==> src/serial_cfg_pkg.sv <==
// register map, field layout and types of the serial port configuration block
`default_nettype none

package serial_cfg_pkg;

  // ---------------------------------------------------------------
  // register indices; byte address is four times the index
  // ---------------------------------------------------------------
  localparam int          IDX_W       = 3;
  localparam int          ADR_LSB     = 2;
  localparam logic [2:0]  IDX_BAUD_HI = 3'h0;
  localparam logic [2:0]  IDX_BAUD_LO = 3'h1;
  localparam logic [2:0]  IDX_CTRL1   = 3'h2;
  localparam logic [2:0]  IDX_ALT_ST  = 3'h0;
  localparam logic [2:0]  IDX_ALT_C1  = 3'h1;
  localparam logic [2:0]  IDX_ALT_C2  = 3'h2;
  localparam logic [2:0]  IDX_CTRL2   = 3'h3;
  localparam logic [2:0]  IDX_STAT1   = 3'h4;
  localparam logic [2:0]  IDX_STAT2   = 3'h5;
  localparam logic [2:0]  IDX_DATA_HI = 3'h6;
  localparam logic [2:0]  IDX_DATA_LO = 3'h7;

  // ---------------------------------------------------------------
  // reset values and implemented-bit masks
  // ---------------------------------------------------------------
  localparam logic [15:0] BAUD_RST    = 16'h0000;
  localparam logic [7:0]  BYTE_RST    = 8'h00;
  localparam logic [7:0]  ALT_ST_W1C  = 8'h83;
  localparam logic [7:0]  ALT_C1_MASK = 8'h83;
  localparam logic [7:0]  ALT_C2_MASK = 8'he7;
  localparam logic [7:0]  STAT2_MASK  = 8'h1e;

  // ---------------------------------------------------------------
  // field positions
  // ---------------------------------------------------------------
  localparam int C1_LOOP  = 7;
  localparam int C1_WAIT  = 6;
  localparam int C1_RX_SOURCE_SELECT  = 5;
  localparam int C1_NINE  = 4;
  localparam int C1_WAKE  = 3;
  localparam int C1_ILT   = 2;
  localparam int C1_PAR   = 1;
  localparam int C1_ODD   = 0;
  localparam int C2_TXEN  = 3;
  localparam int C2_RXEN  = 2;
  localparam int S2_BANK  = 7;
  localparam int S2_TXDIR = 1;
  localparam int A2_IR    = 7;
  localparam int AS_BERRV = 2;
  localparam int S1_PERR  = 0;
  localparam int DH_RX8   = 7;
  localparam int DH_TX8   = 6;

  // last sample tick index of a bit time, sixteen ticks per bit
  localparam logic [3:0]  PHASE_LAST  = 4'hf;

  // ---------------------------------------------------------------
  // types
  // ---------------------------------------------------------------
  typedef struct packed {
    logic nine_bit;
    logic wake_addr;
    logic idle_after_stop;
    logic parity_on;
    logic parity_odd;
  } line_format_t;

  typedef struct packed {
    logic tx_pol;
    logic rx_pol;
    logic brk13;
    logic tx_dir;
  } pin_ctrl_t;

  typedef enum logic [1:0] {GEN_OFF, GEN_HOLD, GEN_RUN} gen_state_t;

endpackage

`default_nettype wire

==> src/serial_port_config_map.sv <==
// register map, baud generator and line routing of the serial port
`default_nettype none

// Notes on behaviour
// - reserved locations and bits ignore writes and read as zero.
// - bank 0 maps offsets 0..2 to divisor high, divisor low, control one.
// - bank 1 maps offsets 0..2 to alternate status, control one, two.
// - bank select resets to 0, divisor bank visible after reset.
// - infrared off: baud rate is bus clock over full divisor.
// - infrared on: baud rate is bus clock over twice divisor bits 15..1.
// - baud generator stays stopped until first transmit or receive enable.
// - generator off when divisor bits 15..4 (or 15..5 infrared) are zero.
// - loop disconnects receive pin, receiver fed by transmitter; needs both.
// - loop source 0 internal route, source 1 receiver reads transmit pin.
// - halt-in-wait set stops the port while system is in wait mode.
// - format bit selects eight or nine data bits, one start, one stop.
// - wake bit selects idle-line or address-mark (msb one) wakeup.
// - idle-count start bit counts ones after start or after stop bit.
// - eight registers decoded at base plus offsets 0 through 7.
// - parity on generates and checks a parity bit in msb position.
// - parity type 0 even, 1 odd; even count of ones clears bit.
// - transmit pin idles high, released whenever transmitter disabled.

module serial_port_config_map
  import serial_cfg_pkg::*;
#(
  parameter int ADDR_W = 5
) (
  // clock and reset
  input  wire logic                     clk_i,
  input  wire logic                     rst_i,
  // wishbone slave
  input  wire logic                     cyc_i,
  input  wire logic                     stb_i,
  input  wire logic                     we_i,
  input  wire logic [ADDR_W-1:0]        adr_i,
  input  wire logic [3:0]               sel_i,
  input  wire logic [31:0]              dat_i,
  output logic      [31:0]              dat_o,
  output logic                          ack_o,
  // system
  input  wire logic                     wait_mode_i,
  // pins
  input  wire logic                     rxd_i,
  input  wire logic                     txd_i,
  output logic                          txd_o,
  output logic                          txd_oe_n_o,
  // datapath side
  input  wire logic                     tx_serial_i,
  input  wire logic [7:0]               line_status_i,
  input  wire logic                     raf_i,
  input  wire logic [2:0]               alt_event_i,
  input  wire logic                     berrv_i,
  input  wire logic [8:0]               rx_char_i,
  input  wire logic                     rx_char_valid_i,
  output logic                          rx_line_o,
  output logic                          tx_run_o,
  output logic                          rx_run_o,
  output logic                          rx_sample_tick_o,
  output logic                          baud_tick_o,
  output logic                          infrared_on_o,
  output serial_cfg_pkg::line_format_t  format_o,
  output serial_cfg_pkg::pin_ctrl_t     pin_ctrl_o,
  output logic      [7:0]               ctrl2_o,
  output logic      [7:0]               alt_enables_o,
  output logic      [7:0]               alt_modes_o,
  output logic      [8:0]               tx_char_o,
  output logic                          tx_load_o,
  output logic                          data_read_o,
  output logic                          address_mark_o
);
  import serial_cfg_pkg::*;

  // ---------------------------------------------------------------
  // helper functions
  // ---------------------------------------------------------------

  // sample period in bus clocks, sixteen samples per bit; infrared bit
  // time is twice bits 15..1, which over sixteen is again bits 15..4
  function automatic logic [11:0] sample_period(input logic [15:0] d,
                                                input logic ir);
    sample_period = ir ? {d[15:5], d[4]} : d[15:4];
  endfunction

  function automatic logic div_ok(input logic [15:0] d, input logic ir);
    div_ok = ir ? (|d[15:5]) : (|d[15:4]);
  endfunction

  // parity over the data bits below the msb position
  function automatic logic parity_of(input logic [8:0] c,
                                     input logic nine, input logic odd);
    parity_of = (nine ? (^c[7:0]) : (^c[6:0])) ^ odd;
  endfunction

  // ---------------------------------------------------------------
  // registers and working signals
  // ---------------------------------------------------------------
  logic [15:0]      baud_div;
  logic             pend_hi;
  logic [7:0]       ctrl1;
  logic [7:0]       ctrl2;
  logic [7:0]       alt_st;
  logic [7:0]       alt_c1;
  logic [7:0]       alt_c2;
  logic [7:0]       stat2;
  logic [7:0]       next_ctrl1;
  logic [7:0]       next_ctrl2;
  logic [7:0]       next_alt_c1;
  logic [7:0]       next_alt_c2;
  logic [7:0]       next_stat2;
  logic [8:0]       tx_char;
  logic             parity_err;
  logic             rxd_m;
  logic             rxd_s;
  logic             txd_m;
  logic             txd_s;
  logic [IDX_W-1:0] idx;
  logic             req;
  logic             wr_go;
  logic             rd_go;
  logic             bank;
  logic [7:0]       rd_byte;
  logic             halted;
  logic             tx_run;
  logic             rx_run;
  logic             loop_act;
  logic             one_wire;
  logic             ir;
  logic [15:0]      active_div;
  logic [15:0]      next_active;
  logic [11:0]      cnt;
  logic [3:0]       phase;
  gen_state_t       gen_state;

  // decode; the bus index is the printed offset
  // offsets 0..7 decode
  assign idx   = adr_i[ADR_LSB +: IDX_W];
  assign req   = cyc_i & stb_i;
  assign wr_go = req & we_i & ack_o & sel_i[0];
  assign rd_go = req & ~we_i & ack_o;
  assign bank  = stat2[S2_BANK];
  assign ir    = alt_c2[A2_IR];

  // ---------------------------------------------------------------
  // pin synchronisers
  // ---------------------------------------------------------------

  // two stages; only the second stage feeds any logic
  always_ff @(posedge clk_i) begin
    if (rst_i) begin
      rxd_m <= 1'b1;
      rxd_s <= 1'b1;
      txd_m <= 1'b1;
      txd_s <= 1'b1;
    end else begin
      rxd_m <= rxd_i;
      rxd_s <= rxd_m;
      txd_m <= txd_i;
      txd_s <= txd_m;
    end
  end

  // ---------------------------------------------------------------
  // bus handshake
  // ---------------------------------------------------------------

  // ack one cycle after the request, dropped the cycle after
  // single access timing
  always_ff @(posedge clk_i) begin
    if (rst_i) begin
      ack_o <= 1'b0;
    end else begin
      ack_o <= req & ~ack_o;
    end
  end

  // read mux; bank select swaps the first three words
  // bank 0 view
  always_comb begin
    rd_byte = BYTE_RST;
    case (idx)
      IDX_BAUD_HI: begin
        rd_byte = bank ? (alt_st & ALT_ST_W1C) | (alt_st & 8'h04)
                       : baud_div[15:8];
      end
      IDX_BAUD_LO: begin
        rd_byte = bank ? alt_c1 : baud_div[7:0];
      end
      IDX_CTRL1: begin
        rd_byte = bank ? alt_c2 : ctrl1;
      end
      IDX_CTRL2:   rd_byte = ctrl2;
      IDX_STAT1: begin
        rd_byte = {line_status_i[7:1], parity_err};
      end
      IDX_STAT2:   rd_byte = {bank, 2'b00, stat2[4:1], raf_i};
      IDX_DATA_HI: rd_byte = {rx_char_i[8], tx_char[8], 6'h00};
      IDX_DATA_LO: rd_byte = rx_char_i[7:0];
      default:     rd_byte = BYTE_RST;
    endcase
  end

  // read data captured as ack rises, upper lanes zero
  always_ff @(posedge clk_i) begin
    if (rst_i) begin
      dat_o <= 32'h0000_0000;
    end else if (req & ~we_i & ~ack_o) begin
      dat_o <= {24'h00_0000, rd_byte};
    end
  end

  // ---------------------------------------------------------------
  // configuration registers
  // ---------------------------------------------------------------

  // divisor bytes; high write arms a pending flag until low lands
  // pair the divisor writes
  always_ff @(posedge clk_i) begin
    if (rst_i) begin
      baud_div <= BAUD_RST;
      pend_hi  <= 1'b0;
    end else if (wr_go & ~bank & (idx == IDX_BAUD_HI)) begin
      baud_div[15:8] <= dat_i[7:0];
      pend_hi        <= 1'b1;
    end else if (wr_go & ~bank & (idx == IDX_BAUD_LO)) begin
      baud_div[7:0] <= dat_i[7:0];
      pend_hi       <= 1'b0;
    end
  end

  // next control values; outputs take these to move on the write edge
  // control one in bank 0
  always_comb begin
    next_ctrl1  = ctrl1;
    next_ctrl2  = ctrl2;
    next_alt_c1 = alt_c1;
    next_alt_c2 = alt_c2;
    next_stat2  = stat2;
    if (wr_go & ~bank & (idx == IDX_CTRL1)) begin
      next_ctrl1 = dat_i[7:0];
    end
    if (wr_go & (idx == IDX_CTRL2)) begin
      next_ctrl2 = dat_i[7:0];
    end
    // reserved alternate bits masked off
    if (wr_go & bank & (idx == IDX_ALT_C1)) begin
      next_alt_c1 = dat_i[7:0] & ALT_C1_MASK;
    end
    if (wr_go & bank & (idx == IDX_ALT_C2)) begin
      next_alt_c2 = dat_i[7:0] & ALT_C2_MASK;
    end
    if (wr_go & (idx == IDX_STAT2)) begin
      next_stat2 = (dat_i[7:0] & STAT2_MASK) | (dat_i[7:0] & 8'h80);
    end
  end

  // control registers load their next values
  always_ff @(posedge clk_i) begin
    if (rst_i) begin
      ctrl1  <= BYTE_RST;
      ctrl2  <= BYTE_RST;
      alt_c1 <= BYTE_RST;
      alt_c2 <= BYTE_RST;
    end else begin
      ctrl1  <= next_ctrl1;
      ctrl2  <= next_ctrl2;
      alt_c1 <= next_alt_c1;
      alt_c2 <= next_alt_c2;
    end
  end

  // alternate status: sticky events in bits 7, 1, 0, write one to clear, set wins; bit 2 loads berrv_i on event 1
  // alternate status in bank 1
  always_ff @(posedge clk_i) begin
    if (rst_i) begin
      alt_st <= BYTE_RST;
    end else begin
      alt_st[7] <= alt_event_i[2] |
                   (alt_st[7] & ~(wr_go & bank &
                    (idx == IDX_ALT_ST) & dat_i[7]));
      alt_st[1] <= alt_event_i[1] |
                   (alt_st[1] & ~(wr_go & bank &
                    (idx == IDX_ALT_ST) & dat_i[1]));
      alt_st[0] <= alt_event_i[0] |
                   (alt_st[0] & ~(wr_go & bank &
                    (idx == IDX_ALT_ST) & dat_i[0]));
      if (alt_event_i[1]) begin
        alt_st[AS_BERRV] <= berrv_i;
      end
    end
  end

  // status two holds bank select and pin controls
  // bank select resets to 0
  always_ff @(posedge clk_i) begin
    if (rst_i) begin
      stat2 <= BYTE_RST;
    end else begin
      stat2 <= next_stat2;
    end
  end

  // transmit character; ninth bit from the high data word
  always_ff @(posedge clk_i) begin
    if (rst_i) begin
      tx_char <= 9'h000;
    end else if (wr_go & (idx == IDX_DATA_HI)) begin
      tx_char[8] <= dat_i[DH_TX8];
    end else if (wr_go & (idx == IDX_DATA_LO)) begin
      tx_char[7:0] <= dat_i[7:0];
    end
  end

  // receive parity check; sticky until status one is read
  // parity checked
  always_ff @(posedge clk_i) begin
    if (rst_i) begin
      parity_err <= 1'b0;
    end else if (rx_char_valid_i & ctrl1[C1_PAR] &
                 ((ctrl1[C1_NINE] ? rx_char_i[8] : rx_char_i[7]) !=
                  parity_of(rx_char_i, ctrl1[C1_NINE], ctrl1[C1_ODD]))) begin
      parity_err <= 1'b1;
    end else if (rd_go & (idx == IDX_STAT1)) begin
      parity_err <= 1'b0;
    end
  end

  // ---------------------------------------------------------------
  // run control and line routing
  // ---------------------------------------------------------------

  assign halted   = ctrl1[C1_WAIT] & wait_mode_i;
  assign tx_run   = ctrl2[C2_TXEN] & ~halted;
  assign rx_run   = ctrl2[C2_RXEN] & ~halted;
  assign loop_act = ctrl1[C1_LOOP] & tx_run & rx_run;
  assign one_wire = loop_act & ctrl1[C1_RX_SOURCE_SELECT];

  // receiver input select, idle high when receiver is off
  // receive pin cut off in loop
  always_ff @(posedge clk_i) begin
    if (rst_i) begin
      rx_line_o <= 1'b1;
    end else if (~rx_run) begin
      rx_line_o <= 1'b1;
    end else if (loop_act) begin
      rx_line_o <= ctrl1[C1_RX_SOURCE_SELECT] ? txd_s : tx_serial_i;
    end else begin
      rx_line_o <= rxd_s;
    end
  end

  // transmit pin; released when off or listening in single wire
  // idle high, released when disabled
  always_ff @(posedge clk_i) begin
    if (rst_i) begin
      txd_o      <= 1'b1;
      txd_oe_n_o <= 1'b1;
    end else begin
      txd_o      <= tx_run ? tx_serial_i : 1'b1;
      txd_oe_n_o <= ~(tx_run & (~one_wire | stat2[S2_TXDIR]));
    end
  end

  // configuration outputs follow the write edge
  // data length
  always_ff @(posedge clk_i) begin
    if (rst_i) begin
      format_o      <= '0;
      pin_ctrl_o    <= '0;
      ctrl2_o       <= BYTE_RST;
      alt_enables_o <= BYTE_RST;
      alt_modes_o   <= BYTE_RST;
      infrared_on_o <= 1'b0;
      tx_run_o      <= 1'b0;
      rx_run_o      <= 1'b0;
    end else begin
      format_o      <= '{nine_bit:        next_ctrl1[C1_NINE],
                         wake_addr:       next_ctrl1[C1_WAKE],
                         idle_after_stop: next_ctrl1[C1_ILT],
                         parity_on:       next_ctrl1[C1_PAR],
                         parity_odd:      next_ctrl1[C1_ODD]};
      pin_ctrl_o    <= next_stat2[4:1];
      ctrl2_o       <= next_ctrl2;
      alt_enables_o <= next_alt_c1;
      alt_modes_o   <= next_alt_c2;
      infrared_on_o <= next_alt_c2[A2_IR];
      tx_run_o      <= next_ctrl2[C2_TXEN] & ~halted;
      rx_run_o      <= next_ctrl2[C2_RXEN] & ~halted;
    end
  end

  // character out with parity in the msb; strobes for the datapath
  // parity generated
  always_ff @(posedge clk_i) begin
    if (rst_i) begin
      tx_char_o      <= 9'h000;
      tx_load_o      <= 1'b0;
      data_read_o    <= 1'b0;
      address_mark_o <= 1'b0;
    end else begin
      tx_char_o <= tx_char;
      if (ctrl1[C1_PAR] & ctrl1[C1_NINE]) begin
        tx_char_o[8] <= parity_of(tx_char, 1'b1, ctrl1[C1_ODD]);
      end else if (ctrl1[C1_PAR]) begin
        tx_char_o[7] <= parity_of(tx_char, 1'b0, ctrl1[C1_ODD]);
      end
      tx_load_o      <= wr_go & (idx == IDX_DATA_LO);
      data_read_o    <= rd_go & (idx == IDX_DATA_LO);
      address_mark_o <= rx_char_valid_i & ctrl1[C1_WAKE] &
                        (ctrl1[C1_NINE] ? rx_char_i[8] : rx_char_i[7]);
    end
  end

  // ---------------------------------------------------------------
  // baud generator
  // ---------------------------------------------------------------

  // a half-written divisor keeps the old one in force
  assign next_active = pend_hi ? active_div : baud_div;

  // off until first enable; holds on bad divisor or wait halt
  // idle until first enable
  always_ff @(posedge clk_i) begin
    if (rst_i) begin
      gen_state        <= GEN_OFF;
      active_div       <= BAUD_RST;
      cnt              <= 12'h000;
      rx_sample_tick_o <= 1'b0;
    end else begin
      rx_sample_tick_o <= 1'b0;
      case (gen_state)
        GEN_OFF: begin
          if (ctrl2[C2_TXEN] | ctrl2[C2_RXEN]) begin
            gen_state <= GEN_HOLD;
          end
        end
        GEN_HOLD: begin
          cnt <= 12'h000;
          if (~halted & div_ok(next_active, ir)) begin
            gen_state <= GEN_RUN;
          end
        end
        GEN_RUN: begin
          if (halted | ~div_ok(next_active, ir)) begin
            gen_state <= GEN_HOLD;
            cnt       <= 12'h000;
          end else if (cnt == 12'h000) begin
            active_div       <= next_active;
            cnt              <= sample_period(next_active, ir) - 12'h001;
            rx_sample_tick_o <= 1'b1;
          end else begin
            cnt <= cnt - 12'h001;
          end
        end
        default: gen_state <= GEN_OFF;
      endcase
    end
  end

  // one bit-rate tick per sixteen sample ticks
  always_ff @(posedge clk_i) begin
    if (rst_i) begin
      phase       <= 4'h0;
      baud_tick_o <= 1'b0;
    end else if (gen_state != GEN_RUN) begin
      phase       <= 4'h0;
      baud_tick_o <= 1'b0;
    end else begin
      baud_tick_o <= rx_sample_tick_o & (phase == PHASE_LAST);
      if (rx_sample_tick_o) begin
        phase <= phase + 4'h1;
      end
    end
  end
endmodule

`default_nettype wire

==> config.mk <==
export PLATFORM = sky130hd
export DESIGN_NAME = serial_port_config_map
export DESIGN_NICKNAME = d
export VERILOG_FILES = /design/src/serial_cfg_pkg.sv /design/src/serial_port_config_map.sv
export SDC_FILE = /design/constraint.sdc
export NUM_CORES = 1
export LEC_CHECK = 0
export BUFFER_PORTS_ARGS = -buffer_cell sky130_fd_sc_hd__buf_2
export CORE_MARGIN = 3
export CORE_UTILIZATION = 35
export CTS_CLUSTER_DIAMETER = 100
export DETAILED_ROUTE_END_ITERATION = 8
export SYNTH_ARGS = -nofsm -noshare
export SYNTH_HDL_FRONTEND = slang
export SYNTH_SLANG_ARGS = --single-unit
==> constraint.sdc <==
create_clock -name clk_i -period 2.8 [get_ports clk_i]
set_input_delay 0.42 -clock clk_i [delete_from_list [all_inputs] [get_ports clk_i]]
set_output_delay 0.42 -clock clk_i [all_outputs]
set_load 0.02 [all_outputs]
==> key figures <==
GRT
  • GRT busiest layer: met2
  • Initial antenna violation count: 0
  • Vias in the first global route: 5051
  • Total Routing Usage GR: 17.8%
  • Largest net degree at the start of global routing: 62
  • Met1 Use GR: 23.9%
  • Overflow after GRT: 0
  • Met3 usage: 5.04%
  • First-pass GRT wire length: 27500 um
  • Met2 global-route usage: 28.5%

CTS
  • H-tree depth: 4
  • Post_cts resized: 0
  • Worst skew pair latency: 410 ps
  • Clk root buf: clkbuf_16
  • Post-CTS setup buffers: 0
  • CTS Buf Count: 17
  • CTS tree: built
  • CTS sink count: 123
  • Reg clk slew, reported paths: 50 ps
  • Max Root-Sink Buffers: 2
  • CTS Hold Bufs: 0

Floorplanning
  • Die W: 139 um
  • Initial Util: 36.4%
  • Row Count: 47
  • Die height: 139 um
  • I/O Pins: 159
  • Core footprint: 0.0169 sq mm
  • Die area: 0.0192 sq mm

STA
  • Post-route setup TNS: 0 ps
  • Worst Skew: 8.49 ps
  • Least-Margin Pin Slew: 719 ps
  • Slew Viols, Final: 0
  • Worst setup margin: 204 ps
  • Hold Fails Final Rpt: 0
  • Slew margin rel.: 51.8%
  • Max Fclk: 385 MHz
  • # setup viols final: 0
  • RSZ-0062 raised after global routing: false
  • Final period utilization: 92.7%
  • Final min period: 2600 ps

Pwr
  • Leakage: 3.06 nW
  • Internal power: 3.29 mW
  • Net Sw Frac: 22.8%
  • PwrDens: 586 mW/mm^2
  • VDD IR max: 0.415 mV
  • Sequential Power Share: 41.6%
  • Clock share of power: 51.6%
  • Net Sw Power: 974 uW
  • Gate power share: 6.8%

Synthesis
  • Synth warn: 0
  • Synth Area per Inst: 8.77 sq um
  • Ys async rst share: 0%
  • Post-synth EDFFs: 0
  • Seq/Total Area, Yosys: 40.1%
  • Main synth FF type: dfxtp_1
  • Synthesized area: 0.00615 sq mm
  • Netlist cell types: 57
  • Flops & latches, synth: 123
  • Syn Inst Count: 701

Worst setup path
  • Crit path largest cell delay: 610 ps
  • Crit end category: flip-flop
  • Critical Path Source Type: flip-flop
  • Crit path buf inv count: 0
  • Top delay family on crit path: simple AND/OR/NAND/NOR gates
  • WS Path Type: flip-flop to flip-flop
  • Critical-path maximum fanout: 8
  • CP max-delay cell: or4_4
  • CP required: 3120 ps
  • Crit path cell chain: or4_4 -> or4_4 -> nor2_1 -> nor2_1 -> ha_1 -> nand2b_1 -> a211oi_2 -> nand2_1 -> a32oi_1 -> o32ai_1
  • Crit path DAT: 2910 ps

Routing
  • Final WL: 17400 um
  • Post-DR vias/cell: 5.26
  • DRC: 0
  • Initial drt markers: 446
  • Vias: 5353
  • Pre-antenna DRT Iters: 5
  • Post-DR wirelength/cell: 17.1 um
  • ANT nets after route: 0

Layout
  • Final #Nets: 864
  • Fill cells: 1686
  • Commonest non-fill, non-tap cells in the layout: dfxtp_1, buf_2, nor2_1, mux2i_1, nand2_1
  • # diodes: 0
  • Area Growth Syn to Fin: 18.4%
  • Most common cell after layout, fill and taps aside: dfxtp_1
  • Layout cells sized above 1: 20.7%

Place
  • GP Congestion: 0.854
  • Buffers on Ports: 97
  • Post-DP HPWL: 12500 um
  • Pre-CTS WS: 198 ps

Run status
  • Run status: finished clean

Worst hold path
  • Hold Crit Class: input pin to flip-flop

Job
  • # Max-Cap Violations: 0
==> path summary, 6_finish.rpt <==
path                            start                   to  slack (ps)  cells past startpoint
setup / recovery  cnt[7]$_SDFFE_PP0P_  cnt[6]$_SDFFE_PP0P_         200                     10
hold / removal                  txd_i     txd_m$_SDFF_PP1_         190                      2
setup reg to reg  cnt[7]$_SDFFE_PP0P_  cnt[6]$_SDFFE_PP0P_         200                     10
hold reg to reg      rxd_m$_SDFF_PP1_     rxd_s$_SDFF_PP1_         420                      1
==> per-layer routing <==
metal / vias to the layer above / share of wire (%) / routed length (um)
met1: 2544 / 46 / 7970
li1: 2586 / - / -
met2: 208 / 46 / 7920
met3: 15 / 7.3 / 1270
met5: - / 0 / 0
met4: 0 / 1.1 / 195
==> cell usage after synthesis (5+ instances only) <==
| master | instances | area [sq um] |
|---|---|---|
| o21ai_0 | 12 | 60.1 |
| a21oi_1 | 48 | 240 |
| dfxtp_1 | 123 | 2460 |
| mux2_2 | 10 | 113 |
| mux2i_1 | 81 | 811 |
| xor2_1 | 7 | 61.3 |
| nand2b_1 | 8 | 50.1 |
| xnor2_1 | 15 | 131 |
| a221oi_1 | 6 | 52.6 |
| buf_1 | 7 | 26.3 |
| nand3_1 | 28 | 140 |
| a211oi_1 | 6 | 45.0 |
| nand2_1 | 55 | 206 |
| o22ai_1 | 6 | 37.5 |
| nand4_1 | 5 | 31.3 |
| or2_2 | 5 | 31.3 |
| nor2_1 | 92 | 345 |
| inv_1 | 11 | 41.3 |
| clkbuf_1 | 28 | 105 |
| ha_1 | 5 | 62.6 |
| nor4_1 | 9 | 56.3 |
| or3_1 | 8 | 50.1 |
| nor2b_1 | 12 | 75.1 |
| buf_4 | 41 | 308 |
| nor3_1 | 9 | 45.0 |
| o211ai_1 | 7 | 52.6 |
==> final cells by class <==
| class | instances | area, sq um | area share (%) |
|---|---|---|---|
| Tap cell | 220 | 275 | 3.78 |
| Sequential cell | 123 | 2460 | 33.8 |
| Clock buffer | 22 | 464 | 6.38 |
| Clock inverter | 8 | 119 | 1.63 |
| Inverter | 11 | 41.3 | 0.567 |
| Timing Repair Buffer | 116 | 631 | 8.67 |
| Multi-Input combinational cell | 517 | 3280 | 45.1 |
==> cell families (layout without fill, tap and decap cells) <==
kind of cell	count (synthesis)	in the layout	synth area share, %
XOR/XNOR	22	22	3.13
other	1	31	0.0610
multiplexers	91	91	15.0
AO/OA/AOI/OAI	120	120	12.8
buffers and inverters	91	157	8.45
AND/OR/NAND/NOR	248	248	19.4
flip-flops	123	123	40.1
adder cells (fa/ha/maj)	5	5	1.02
==> worst reg2reg max path: stages, from the launching register on <==
cell and delay, ps:
dfxtp_1 330, or4_4 610, or4_4 510, nor2_1 120
nor2_1 60, ha_1 200, nand2b_1 110, a211oi_2 100
nand2_1 130, a32oi_1 100, o32ai_1 240
==> power groups by stage <==
stage / registers (mW) / logic, mW / clock network (mW)
floorplan: 1.81 / 0.220 / 0
global route: 1.77 / 0.315 / 2.30
CTS: 1.77 / 0.289 / 2.23
global placement: 1.81 / 0.288 / 0
finish: 1.77 / 0.291 / 2.20
detailed placement: 1.81 / 0.288 / 0
==> sequential cells by signal, summed over array words and instances, names as in the netlist, 2 cells and up <==
signal,cells
active_div,12
alt_enables_o,3
alt_modes_o,6
alt_st,4
baud_div,16
cnt,12
ctrl1,8
ctrl2_o,8
dat_o,8
gen_state,2
phase,4
stat2,5
tx_char,9
tx_char_o,9
==> stage by stage <==
| step | utilization, % | cell area (sq um) | hold slack, ps | instances | power, mW |
|---|---|---|---|---|---|
| floorplan | - | 6270 | 389 | 731 | 2.03 |
| global placement | 39.7 | 6690 | 401 | 987 | 2.10 |
| detailed placement | 39.7 | 6690 | 409 | 987 | 2.10 |
| CTS | 43.1 | 7280 | 173 | 1017 | 4.30 |
| global route | 43.1 | 7280 | 182 | 1017 | 4.39 |
| finish | 43.1 | 7280 | 188 | 1017 | 4.26 |
Note: power is estimated with default switching activity, not from simulation.
